--- src/hcc_defs.svh ---
// Constants for the counter enable, reset and preset control block.
`ifndef HCC_DEFS_SVH
`define HCC_DEFS_SVH
`define HCC_COUNT_WIDTH 32
`define HCC_COUNT_RESET 32'h0000_0000
`define HCC_CLEAR_VALUE 32'h0000_0000
`define HCC_PRESET_RESET 32'h0000_0000
`endif

--- src/hcc_pkg.sv ---
// Types shared by the counter enable, reset and preset control block.
package hcc_pkg;
  typedef enum logic [1:0] {
    HCC_EN_SW,
    HCC_EN_CTRL0,
    HCC_EN_CTRL1
  } hcc_en_src_e;
  typedef enum logic [1:0] {
    HCC_TRIG_RISE,
    HCC_TRIG_FALL,
    HCC_TRIG_HIGH,
    HCC_TRIG_LOW
  } hcc_trig_e;
  typedef enum logic [1:0] {
    HCC_C0_PLAIN,
    HCC_C0_EN_RESET,
    HCC_C0_EN_PRESET
  } hcc_c0_mode_e;
  typedef enum logic [1:0] {
    HCC_Z_NONE,
    HCC_Z_RESET,
    HCC_Z_PRESET
  } hcc_z_func_e;
  typedef enum logic [1:0] {
    HCC_M_NONE,
    HCC_M_RISE,
    HCC_M_FALL
  } hcc_match_func_e;
  // Static channel configuration.
  typedef struct packed {
    hcc_en_src_e     enSrc;
    logic            ctrl0NegLogic;
    logic            ctrl1NegLogic;
    hcc_c0_mode_e    ctrl0Mode;
    hcc_z_func_e     zFunc;
    hcc_trig_e       zTrig;
    hcc_match_func_e matchFunc;
  } hcc_cfg_s;
  // Software request bits.
  typedef struct packed {
    logic opReadyReq;
    logic countEnableReq;
    logic resetReq;
    logic resetEnableReq;
    logic presetReq;
  } hcc_req_s;
endpackage : hcc_pkg

--- src/hcc_counter_ctrl.sv ---
// Count enable, reset, preset and value change control for channel 0.
//
// Overview of operation
// - Count only while enable flag is active.
// - Enable from software bit, control 0, control 1.
// - Control input enable ignores software enable bit.
// - Configured reset condition clears count to zero.
// - Reset from software, Z input, match status.
// - Z and match reset need reset-enable bit.
// - Configured preset condition loads stored preset.
// - Preset from software bit or Z input.
// - Preset register updates only on change request.
// - Enable-reset mode clears count on enabling.
// - Enable-preset mode loads preset on enabling.
// - Count is zero after power-up.
// - Staged current value loaded on change request.
// - Functions act only after operation ready.
// - Count is signed 32-bit full range.
`include "hcc_defs.svh"

module hcc_counter_ctrl
  import hcc_pkg::*;
#(
  parameter int WIDTH = `HCC_COUNT_WIDTH
)
(
  input  wire logic                clk_sys,
  input  wire logic                rst,
  input  wire hcc_pkg::hcc_cfg_s   cfg,
  input  wire hcc_pkg::hcc_req_s   req,
  input  wire logic                paramsValid,
  input  wire logic                ctrl0In,
  input  wire logic                ctrl1In,
  input  wire logic                zPhaseIn,
  input  wire logic                matchStatus,
  input  wire logic                countStep,
  input  wire logic                countDown,
  input  wire logic signed [WIDTH-1:0] chan0_staged_current_value,
  input  wire logic                chan0_current_load_req,
  input  wire logic signed [WIDTH-1:0] chan0_staged_preset_value,
  input  wire logic                chan0_preset_update_req,
  output logic signed [WIDTH-1:0]  chan0_count_readback,
  output logic                     opReadyStatus,
  output logic                     countEnabled
);
  import hcc_pkg::*;

  logic signed [WIDTH-1:0] count_q;
  logic signed [WIDTH-1:0] count_d;
  logic signed [WIDTH-1:0] preset_q;
  logic                    ready_q;
  logic                    ctrl0Act;
  logic                    ctrl1Act;
  logic                    enableNow;
  logic                    zHit;
  logic                    matchRise;
  logic                    matchFall;
  logic                    enRise;
  logic                    doReset;
  logic                    doPreset;
  logic                    doLoad;

  // Flag is active when the pin matches its configured logic sense.
  function automatic logic active_level(input logic pin, input logic neg);
    active_level = pin ^ neg;
  endfunction : active_level

  assign ctrl0Act = active_level(ctrl0In, cfg.ctrl0NegLogic);
  assign ctrl1Act = active_level(ctrl1In, cfg.ctrl1NegLogic);

  always_comb
  begin
    unique case (cfg.enSrc)
      HCC_EN_CTRL0: enableNow = ctrl0Act;
      HCC_EN_CTRL1: enableNow = ctrl1Act;
      default:      enableNow = req.countEnableReq;
    endcase
  end

  hcc_trig_detect u_zDet (
    .clk_sys (clk_sys),
    .rst     (rst),
    .sigIn   (zPhaseIn),
    .trigSel (cfg.zTrig),
    .hit     (zHit)
  );

  hcc_trig_detect u_matchRise (
    .clk_sys (clk_sys),
    .rst     (rst),
    .sigIn   (matchStatus),
    .trigSel (HCC_TRIG_RISE),
    .hit     (matchRise)
  );

  hcc_trig_detect u_matchFall (
    .clk_sys (clk_sys),
    .rst     (rst),
    .sigIn   (matchStatus),
    .trigSel (HCC_TRIG_FALL),
    .hit     (matchFall)
  );

  // The active-sense conversion makes a negative-logic falling pin edge
  // look like a rising edge here, so one detector serves both senses.
  hcc_trig_detect u_enDet (
    .clk_sys (clk_sys),
    .rst     (rst),
    .sigIn   (ctrl0Act),
    .trigSel (HCC_TRIG_RISE),
    .hit     (enRise)
  );

  // Ready follows the held request; parameters out of range keep it low.
  // Dropping the request takes ready away again on the next edge, so
  // every counter function stops as soon as software lets go.
  always_ff @(posedge clk_sys)
  begin
    if (rst)
    begin
      ready_q <= 1'b0;
    end
    else
    begin
      ready_q <= req.opReadyReq & paramsValid;
    end
  end

  // Software reset acts as a level. The Z and match sources also need
  // the reset-enable bit, so a stray edge cannot wipe the count.
  always_comb
  begin
    doReset = req.resetReq;
    if (req.resetEnableReq)
    begin
      if (cfg.zFunc == HCC_Z_RESET && zHit)
      begin
        doReset = 1'b1;
      end
      if (cfg.matchFunc == HCC_M_RISE && matchRise)
      begin
        doReset = 1'b1;
      end
      if (cfg.matchFunc == HCC_M_FALL && matchFall)
      begin
        doReset = 1'b1;
      end
    end
    if (cfg.ctrl0Mode == HCC_C0_EN_RESET && enRise)
    begin
      doReset = 1'b1;
    end
  end

  // Preset sources carry no enable bit of their own.
  always_comb
  begin
    doPreset = req.presetReq;
    if (cfg.zFunc == HCC_Z_PRESET && zHit)
    begin
      doPreset = 1'b1;
    end
    if (cfg.ctrl0Mode == HCC_C0_EN_PRESET && enRise)
    begin
      doPreset = 1'b1;
    end
  end

  // The change request is a level, so a held request keeps reloading.
  assign doLoad = chan0_current_load_req;

  // The stored preset only moves on an explicit change request.
  always_ff @(posedge clk_sys)
  begin
    if (rst)
    begin
      preset_q <= `HCC_PRESET_RESET;
    end
    else if (ready_q && chan0_preset_update_req)
    begin
      preset_q <= chan0_staged_preset_value;
    end
  end

  // Priority: value change wins over preset, preset over reset, since
  // the if-else chain takes the first request that is set. Any of them
  // suspends counting for that cycle.
  always_comb
  begin
    count_d = count_q;
    if (doLoad)
    begin
      count_d = chan0_staged_current_value;
    end
    else if (doPreset)
    begin
      count_d = preset_q;
    end
    else if (doReset)
    begin
      count_d = `HCC_CLEAR_VALUE;
    end
    else if (enableNow && countStep)
    begin
      // Two's complement wrap keeps the full signed range.
      if (countDown)
      begin
        count_d = count_q - 1'b1;
      end
      else
      begin
        count_d = count_q + 1'b1;
      end
    end
  end

  always_ff @(posedge clk_sys)
  begin
    if (rst)
    begin
      count_q <= `HCC_COUNT_RESET;
    end
    else if (ready_q)
    begin
      count_q <= count_d;
    end
  end

  // Readback shows the stored count. Before ready nothing is stored, so
  // a pending load must not leak out as a value that never took effect.
  always_ff @(posedge clk_sys)
  begin
    if (rst)
    begin
      chan0_count_readback <= `HCC_COUNT_RESET;
    end
    else if (ready_q)
    begin
      chan0_count_readback <= count_d;
    end
    else
    begin
      chan0_count_readback <= count_q;
    end
  end

  always_ff @(posedge clk_sys)
  begin
    if (rst)
    begin
      opReadyStatus <= 1'b0;
    end
    else
    begin
      opReadyStatus <= ready_q;
    end
  end

  // The enable status only claims counting once the channel is ready.
  always_ff @(posedge clk_sys)
  begin
    if (rst)
    begin
      countEnabled <= 1'b0;
    end
    else
    begin
      countEnabled <= ready_q & enableNow;
    end
  end
endmodule : hcc_counter_ctrl

--- src/hcc_trig_detect.sv ---
// Edge or level condition detector for one control flag.
module hcc_trig_detect
  import hcc_pkg::*;
(
  input  wire logic      clk_sys,
  input  wire logic      rst,
  input  wire logic      sigIn,
  input  wire hcc_trig_e trigSel,
  output logic           hit
);
  logic prev_q;

  always_ff @(posedge clk_sys)
  begin
    if (rst)
      prev_q <= 1'b0;
    else
      prev_q <= sigIn;
  end

  always_comb
  begin
    unique case (trigSel)
      HCC_TRIG_RISE: hit = sigIn & ~prev_q;
      HCC_TRIG_FALL: hit = ~sigIn & prev_q;
      HCC_TRIG_HIGH: hit = sigIn;
      HCC_TRIG_LOW:  hit = ~sigIn;
    endcase
  end
endmodule : hcc_trig_detect

--- config.mk ---
export PLATFORM = sky130hd
export DESIGN_NAME = hcc_counter_ctrl
export DESIGN_NICKNAME = d
export VERILOG_FILES = /design/src/hcc_pkg.sv /design/src/hcc_counter_ctrl.sv /design/src/hcc_trig_detect.sv
export VERILOG_INCLUDE_DIRS = /design/src
export SDC_FILE = /design/constraint.sdc
export NUM_CORES = 1
export LEC_CHECK = 0
export BUFFER_PORTS_ARGS = -buffer_cell sky130_fd_sc_hd__buf_2
export CELL_PAD_IN_SITES_DETAIL_PLACEMENT = 1
export CELL_PAD_IN_SITES_GLOBAL_PLACEMENT = 1
export CORE_ASPECT_RATIO = 1.2
export CORE_MARGIN = 2
export CORE_UTILIZATION = 30
export CTS_CLUSTER_DIAMETER = 200
export CTS_CLUSTER_SIZE = 25
export DETAILED_ROUTE_END_ITERATION = 12
export PLACE_DENSITY_LB_ADDON = 0.08
export SLEW_MARGIN = 20
export SYNTH_ARGS = -nofsm -noshare
export SYNTH_HDL_FRONTEND = slang
export SYNTH_HIERARCHICAL = 1
export SYNTH_SLANG_ARGS = --single-unit
--- constraint.sdc ---
create_clock -name clk_sys -period 2.98 [get_ports clk_sys]
set_clock_uncertainty 0.15 [all_clocks]
set_input_delay 0.149 -clock clk_sys [delete_from_list [all_inputs] [get_ports clk_sys]]
set_output_delay 0.149 -clock clk_sys [all_outputs]
set_load 0.1 [all_outputs]
Word-level counts from Yosys, hierarchy flattened
Index checks and enable logic that the tools add are counted.
{ "word_totals": {"regBits": 70, "in_bits": 92, "output_inout_bits": 34, "elab_cells": 60} }
{ "classes": {"addsub": 2, "n_eq_ne": 11, "mux": 14, "bitwise": 14, "n_reduce_logical": 11} }
{ "ops": {"columns": ["operator", "n"], "rows": [
  ["32-bit 2-to-1 mux", 5],
  ["32-bit by 1-bit adder with 32-bit output, second input constant", 1],
  ["32-bit by 1-bit subtractor with 32-bit output, second input constant", 1],
  ["2-bit == test, second input constant", 6],
  ["2-bit by 1-bit == test with 1-bit output, second input constant", 5],
  ["1-bit logical AND", 8],
  ["1-bit bitwise AND", 7],
  ["1-bit 2-to-1 mux", 7],
  ["1-bit NOT", 5],
  ["1-bit one-hot mux with 4 select lines", 1],
  ["4-bit nonzero test", 1],
  ["2-bit logical NOT", 1],
  ["1-bit one-hot mux with 2 select lines", 1],
  ["2-bit AND reduction", 1],
  ["1-bit bitwise XOR", 2]
]} }

Longest topological paths before layout
{ "depth": {"ltp_word": 12, "mapped_depth": 12, "ltp_nobuf": 11} }

By module
The synthesis kept the hierarchy.
{ "by_module_without_submodules": {"columns": ["mod", "n_inst", "cells_per_inst", "area_per_inst_um2", "seq_area_each_um2"], "rows": [
  ["hcc_counter_ctrl", 1, 627, 4657.0, 1341.3],
  ["hcc_trig_detect", 4, 6, 50.0, 20.0]
]} }

Least setup slack after synthesis
OpenSTA, ideal clock, no wires.
{ "synth_timing": {"kind": "reg2reg", "from": "reg, netlist name chan0_count_readback[1]", "to": "reg chan0_count_readback[27]", "setup_ps": 59, "arrival_time_ps": 3059, "required_time_ps": 2771, "path_slack_ps": -288, "path_stages_with_launch": 10, "path_buffers": 0, "synth_period_minus_slack_ps": 3268, "path_cell_list": "dfxtp_1 ha_1 a211oi_1 o211ai_1 a311oi_1 o21ai_1 a21boi_2 o21ai_0 or4_1 nand2_1"} }
{ "synth_rtl": {"columns": ["element", "line", "text"], "rows": [
  ["end signal: assignment", "hcc_counter_ctrl.sv:235", "chan0_count_readback <= `HCC_COUNT_RESET;"],
  ["end signal: assignment", "hcc_counter_ctrl.sv:239", "chan0_count_readback <= count_d;"],
  ["end signal: assignment", "hcc_counter_ctrl.sv:243", "chan0_count_readback <= count_q;"],
  ["end: declaration", "hcc_counter_ctrl.sv:42", "output logic signed [WIDTH-1:0] chan0_count_readback,"]
]} }

Worst setup path in the final report
{ "layout_timing": {"from": "reg u_zDet.prev_q", "to": "reg chan0_count_readback[29]"} }
{ "layout_between": {"elab_chain_cells": 12, "word_cells_on_any_way": 18, "classes_between": "11 x mux; 3 x bitwise; 4 x reduce/logical"} }
{ "layout_rtl": {"columns": ["element", "line", "text"], "rows": [
  ["start: declaration", "hcc_trig_detect.sv:11", "logic prev_q;"],
  ["start signal: assignment", "hcc_trig_detect.sv:18", "prev_q <= sigIn;"],
  ["1-bit NOT", "hcc_trig_detect.sv:24", "HCC_TRIG_RISE: hit = sigIn & ~prev_q;"],
  ["1-bit bitwise AND", "hcc_trig_detect.sv:24", null],
  ["1-bit one-hot mux with 4 select lines (*)", "hcc_trig_detect.sv:23", "unique case (trigSel)"],
  ["via zHit", "hcc_counter_ctrl.sv:55", "logic zHit;"],
  ["1-bit logical AND", "hcc_counter_ctrl.sv:136", "if (cfg.zFunc == HCC_Z_RESET && zHit)"],
  ["1-bit 2-to-1 mux", "hcc_counter_ctrl.sv:136", null],
  ["1-bit 2-to-1 mux", "hcc_counter_ctrl.sv:140", "if (cfg.matchFunc == HCC_M_RISE && matchRise)"],
  ["1-bit 2-to-1 mux", "hcc_counter_ctrl.sv:144", "if (cfg.matchFunc == HCC_M_FALL && matchFall)"],
  ["1-bit 2-to-1 mux", "hcc_counter_ctrl.sv:134", "if (req.resetEnableReq)"],
  ["1-bit 2-to-1 mux", "hcc_counter_ctrl.sv:149", "if (cfg.ctrl0Mode == HCC_C0_EN_RESET && enRise)"],
  ["32-bit 2-to-1 mux", "hcc_counter_ctrl.sv:199", "else if (doReset)"],
  ["32-bit 2-to-1 mux", "hcc_counter_ctrl.sv:195", "else if (doPreset)"],
  ["32-bit 2-to-1 mux", "hcc_counter_ctrl.sv:191", "if (doLoad)"]
]} }
The timed path passes the listed nets; every way through them passes the cells marked *.
A chain may end at the register's enable or synchronous reset.

==> metrics.cfg <==
[status]
status = completed

[finish]
nets = 971
utilization_pct = 43.3
drive_gt1_share_pct = 23.4
area_growth_pct = 40.0

[logic_synthesis]
synth_ff_type = dfxtp_1
syn-instance-count = 651
syn_area_per_cell_um2 = 7.46
synth_top_area_cell = dfxtp_1
ys_ff_latch = 71
synth-edff-count = 0
synth_area_um2 = 4860
yosysMostFrequentCell = nand2_1
synth_common_cells = nand2_1, a21oi_1, dfxtp_1
yosysWarnings = 6
synth-seq-area-share_pct = 29.3
async_flop_share_pct = 0
synth_top_area_share_pct = 29.3
synth_cell_type_count = 59
synthTopCellsByArea = dfxtp_1, a21oi_1, nand2_1

[power_and_ir_drop]
p_sw_share_pct = 35.0
p_per_area_nw_per_um2 = 417
combPwrFrac_pct = 27.0
ir_worst_vdd_mv = 0.221
power.internal_mw = 1.84
fin_total_pwr_mw = 2.84
leakagePower_nw = 2.88
p_switching_mw = 0.991
clkPwrFrac_pct = 37.4
p_seq_share_pct = 35.5

[min_path]
whs_endpoint = chan0_count_readback[4]
whs_path_depth = 5
worstHoldStart = chan0_staged_current_value[4]
hold_path_class = in -> reg

[cts]
tritoncts = yes
cts_buffer_depth = 2
cts_buffers = 9
root_buffer = clkbuf_16
clock_sinks = 71
htreeDepth = 3
clock_latency_ns = 0.35
path_clk_slew_ns = 0.07

[floorplan]
core.rowCount = 50
die-area_um2 = 17200
ios = 126
initial_utilization_pct = 30.9
chipWidth_um = 120
design.core.area_um2 = 15700
die_y_um = 143

[sta]
whs_ns = 0.0552
finalHoldViolations = 0
setup_ws_ns = 0.111
slew_headroom_pct = 53.3
worst-slew-pin-transition_ns = 0.701
fin_setup_tns_ns = 0
fin_crit_sh_pct = 96.3
period_minus_slack_ns = 2.87
setup_viol = 0
max_freq_ghz = 0.349
slew_violations = 0

[critical_path]
end_kind = register
r2r_end = chan0_count_readback[29]
r2r-start = u_zDet/prev_q
arrival_ns = 2.99
cp-start-kind = register
cp_max_fo = 11
worstSetupPathType = reg -> reg
ff2ff_setup_slack_ns = 0.11
required_ns = 3.10
r2r_cells = 11

[global_route]
grt_pass1_vias = 5815
overflow = 0
grt_max_degree = 62
grt_usage_pct = 23.4
antenna_found_initial = 1
grt_pass1_wl_um = 31100

[job]
drv_cap = 0

[drt]
drt_iter0_drc = 269
antenna_left = 0
routed_wl_um = 19800
num_vias = 5574
first_pass_iters = 4
wl_per_cell_um = 18.7
vias_per_cell = 5.26
drcViolationCount = 0

[placed_design]
io_buffers = 125
dp_worst_setup_slack_ns = -0.00359
gp_congestion = 0.855
dp_hpwl_um = 15000

==> worst max-delay path by stage <==
stage	end	slack [ns]	cells after the start	start
after floorplan	chan0_count_readback[27]	-0.04	9	chan0_count_readback[13]
after global placement	chan0_count_readback[28]	-0.004	12	countDown
after detailed placement	chan0_count_readback[28]	-0.004	12	countDown
after CTS	chan0_count_readback[27]	0.05	9	chan0_count_readback[1]
after global routing	chan0_count_readback[30]	-0.02	10	chan0_count_readback[0]
final	chan0_count_readback[29]	0.11	11	u_zDet/prev_q
==> metal layers <==
metal / global-route usage [%] / vias to the layer above / wire (um)
met5: 0 / - / 0
met4: 8.48 / 0 / 488
met3: 2.74 / 24 / 632
met2: 44.0 / 119 / 10200
met1: 27.1 / 2674 / 8410
li1: - / 2757 / -
==> per-stage QoR <==
step | cells | instance area, um^2
after CTS | 1059 | 6750
after global placement | 986 | 5900
final | 1060 | 6800
after detailed placement | 986 | 5900
after floorplan | 661 | 4910
after global routing | 1059 | 6800
==> cell families (layout without fill, tap and decap cells) <==
group | after synthesis | count (layout) | share of synthesized area (%)
buf+inv | 54 | 244 | 4.51
mux | 1 | 1 | 0.206
flops | 71 | 71 | 29.3
xor+xnor | 27 | 27 | 4.87
other cells | 2 | 13 | 0.155
compound gates | 239 | 239 | 31.7
fa+ha+maj | 33 | 33 | 8.66
simple gates | 224 | 224 | 20.7
==> power groups by stage <==
| stage | clock [mW] | combinational (mW) | sequential [mW] |
|---|---|---|---|
| 5_1_grt | 1.13 | 0.834 | 1.01 |
| 4_1_cts | 1.09 | 0.761 | 1.01 |
| 3_5_place_dp | 0 | 0.697 | 1.03 |
| 6_report | 1.06 | 0.767 | 1.01 |
| 2_1_floorplan | 0 | 0.343 | 1.14 |
| 3_3_place_gp | 0 | 0.689 | 1.03 |
==> registers in the layout, summed over array words and instances (netlist names) <==
signal	count
u_zDet/prev_q	1
u_enDet/prev_q	1
chan0_count_readback	32
countEnabled	1
preset_q	32
u_matchFall/prev_q	1
u_matchRise/prev_q	1
opReadyStatus	1
ready_q	1
==> cell type report <==
type,instances,area (um^2)
repair buffers,210,1440
clock buffers,9,225
inverters,18,67.6
fillers,1991,8900
diodes,1,2.50
multi-input cells,536,3300
well taps,208,260
clock inverters,7,55.1
flip-flops and latches,71,1440
==> placed cells by master, fill, tap and decap left out, drive strengths merged, types with 7 or more instances in the layout <==
master,n
buf,153
nand2,109
a21oi,94
dfxtp,71
dlygate4sd3,57
o21ai,44
nor2,41
ha,32
xnor2,22
inv,21
nor3,20
o211ai,18
a221oi,17
nor2b,15
conb,12
clkbuf,9
nand3,8
o21a,8
and3,7
==> critical path: stages (launching register included) <==
cell and delay [ns]:
dfxtp_1 0.31, o21ai_0 0.21, o22ai_1 0.14, and3b_1 0.19, a311o_1 0.34, a2111o_1 0.44, buf_4 0.22, o21ai_4 0.22
buf_4 0.23, a221o_1 0.16, a21oi_1 0.06, nor3_1 0.14
==> what timing repair did <==
item / 4_1_cts / 5_1_grt
endpoints found under the hold margin: 57 / 0
gates resized for setup: 0 / 10
buffers inserted: 0 / 0
setup endpoints to repair: 0 / 15
hold buffers: 57 / 0
Note: power is estimated with default switching activity, not from simulation.
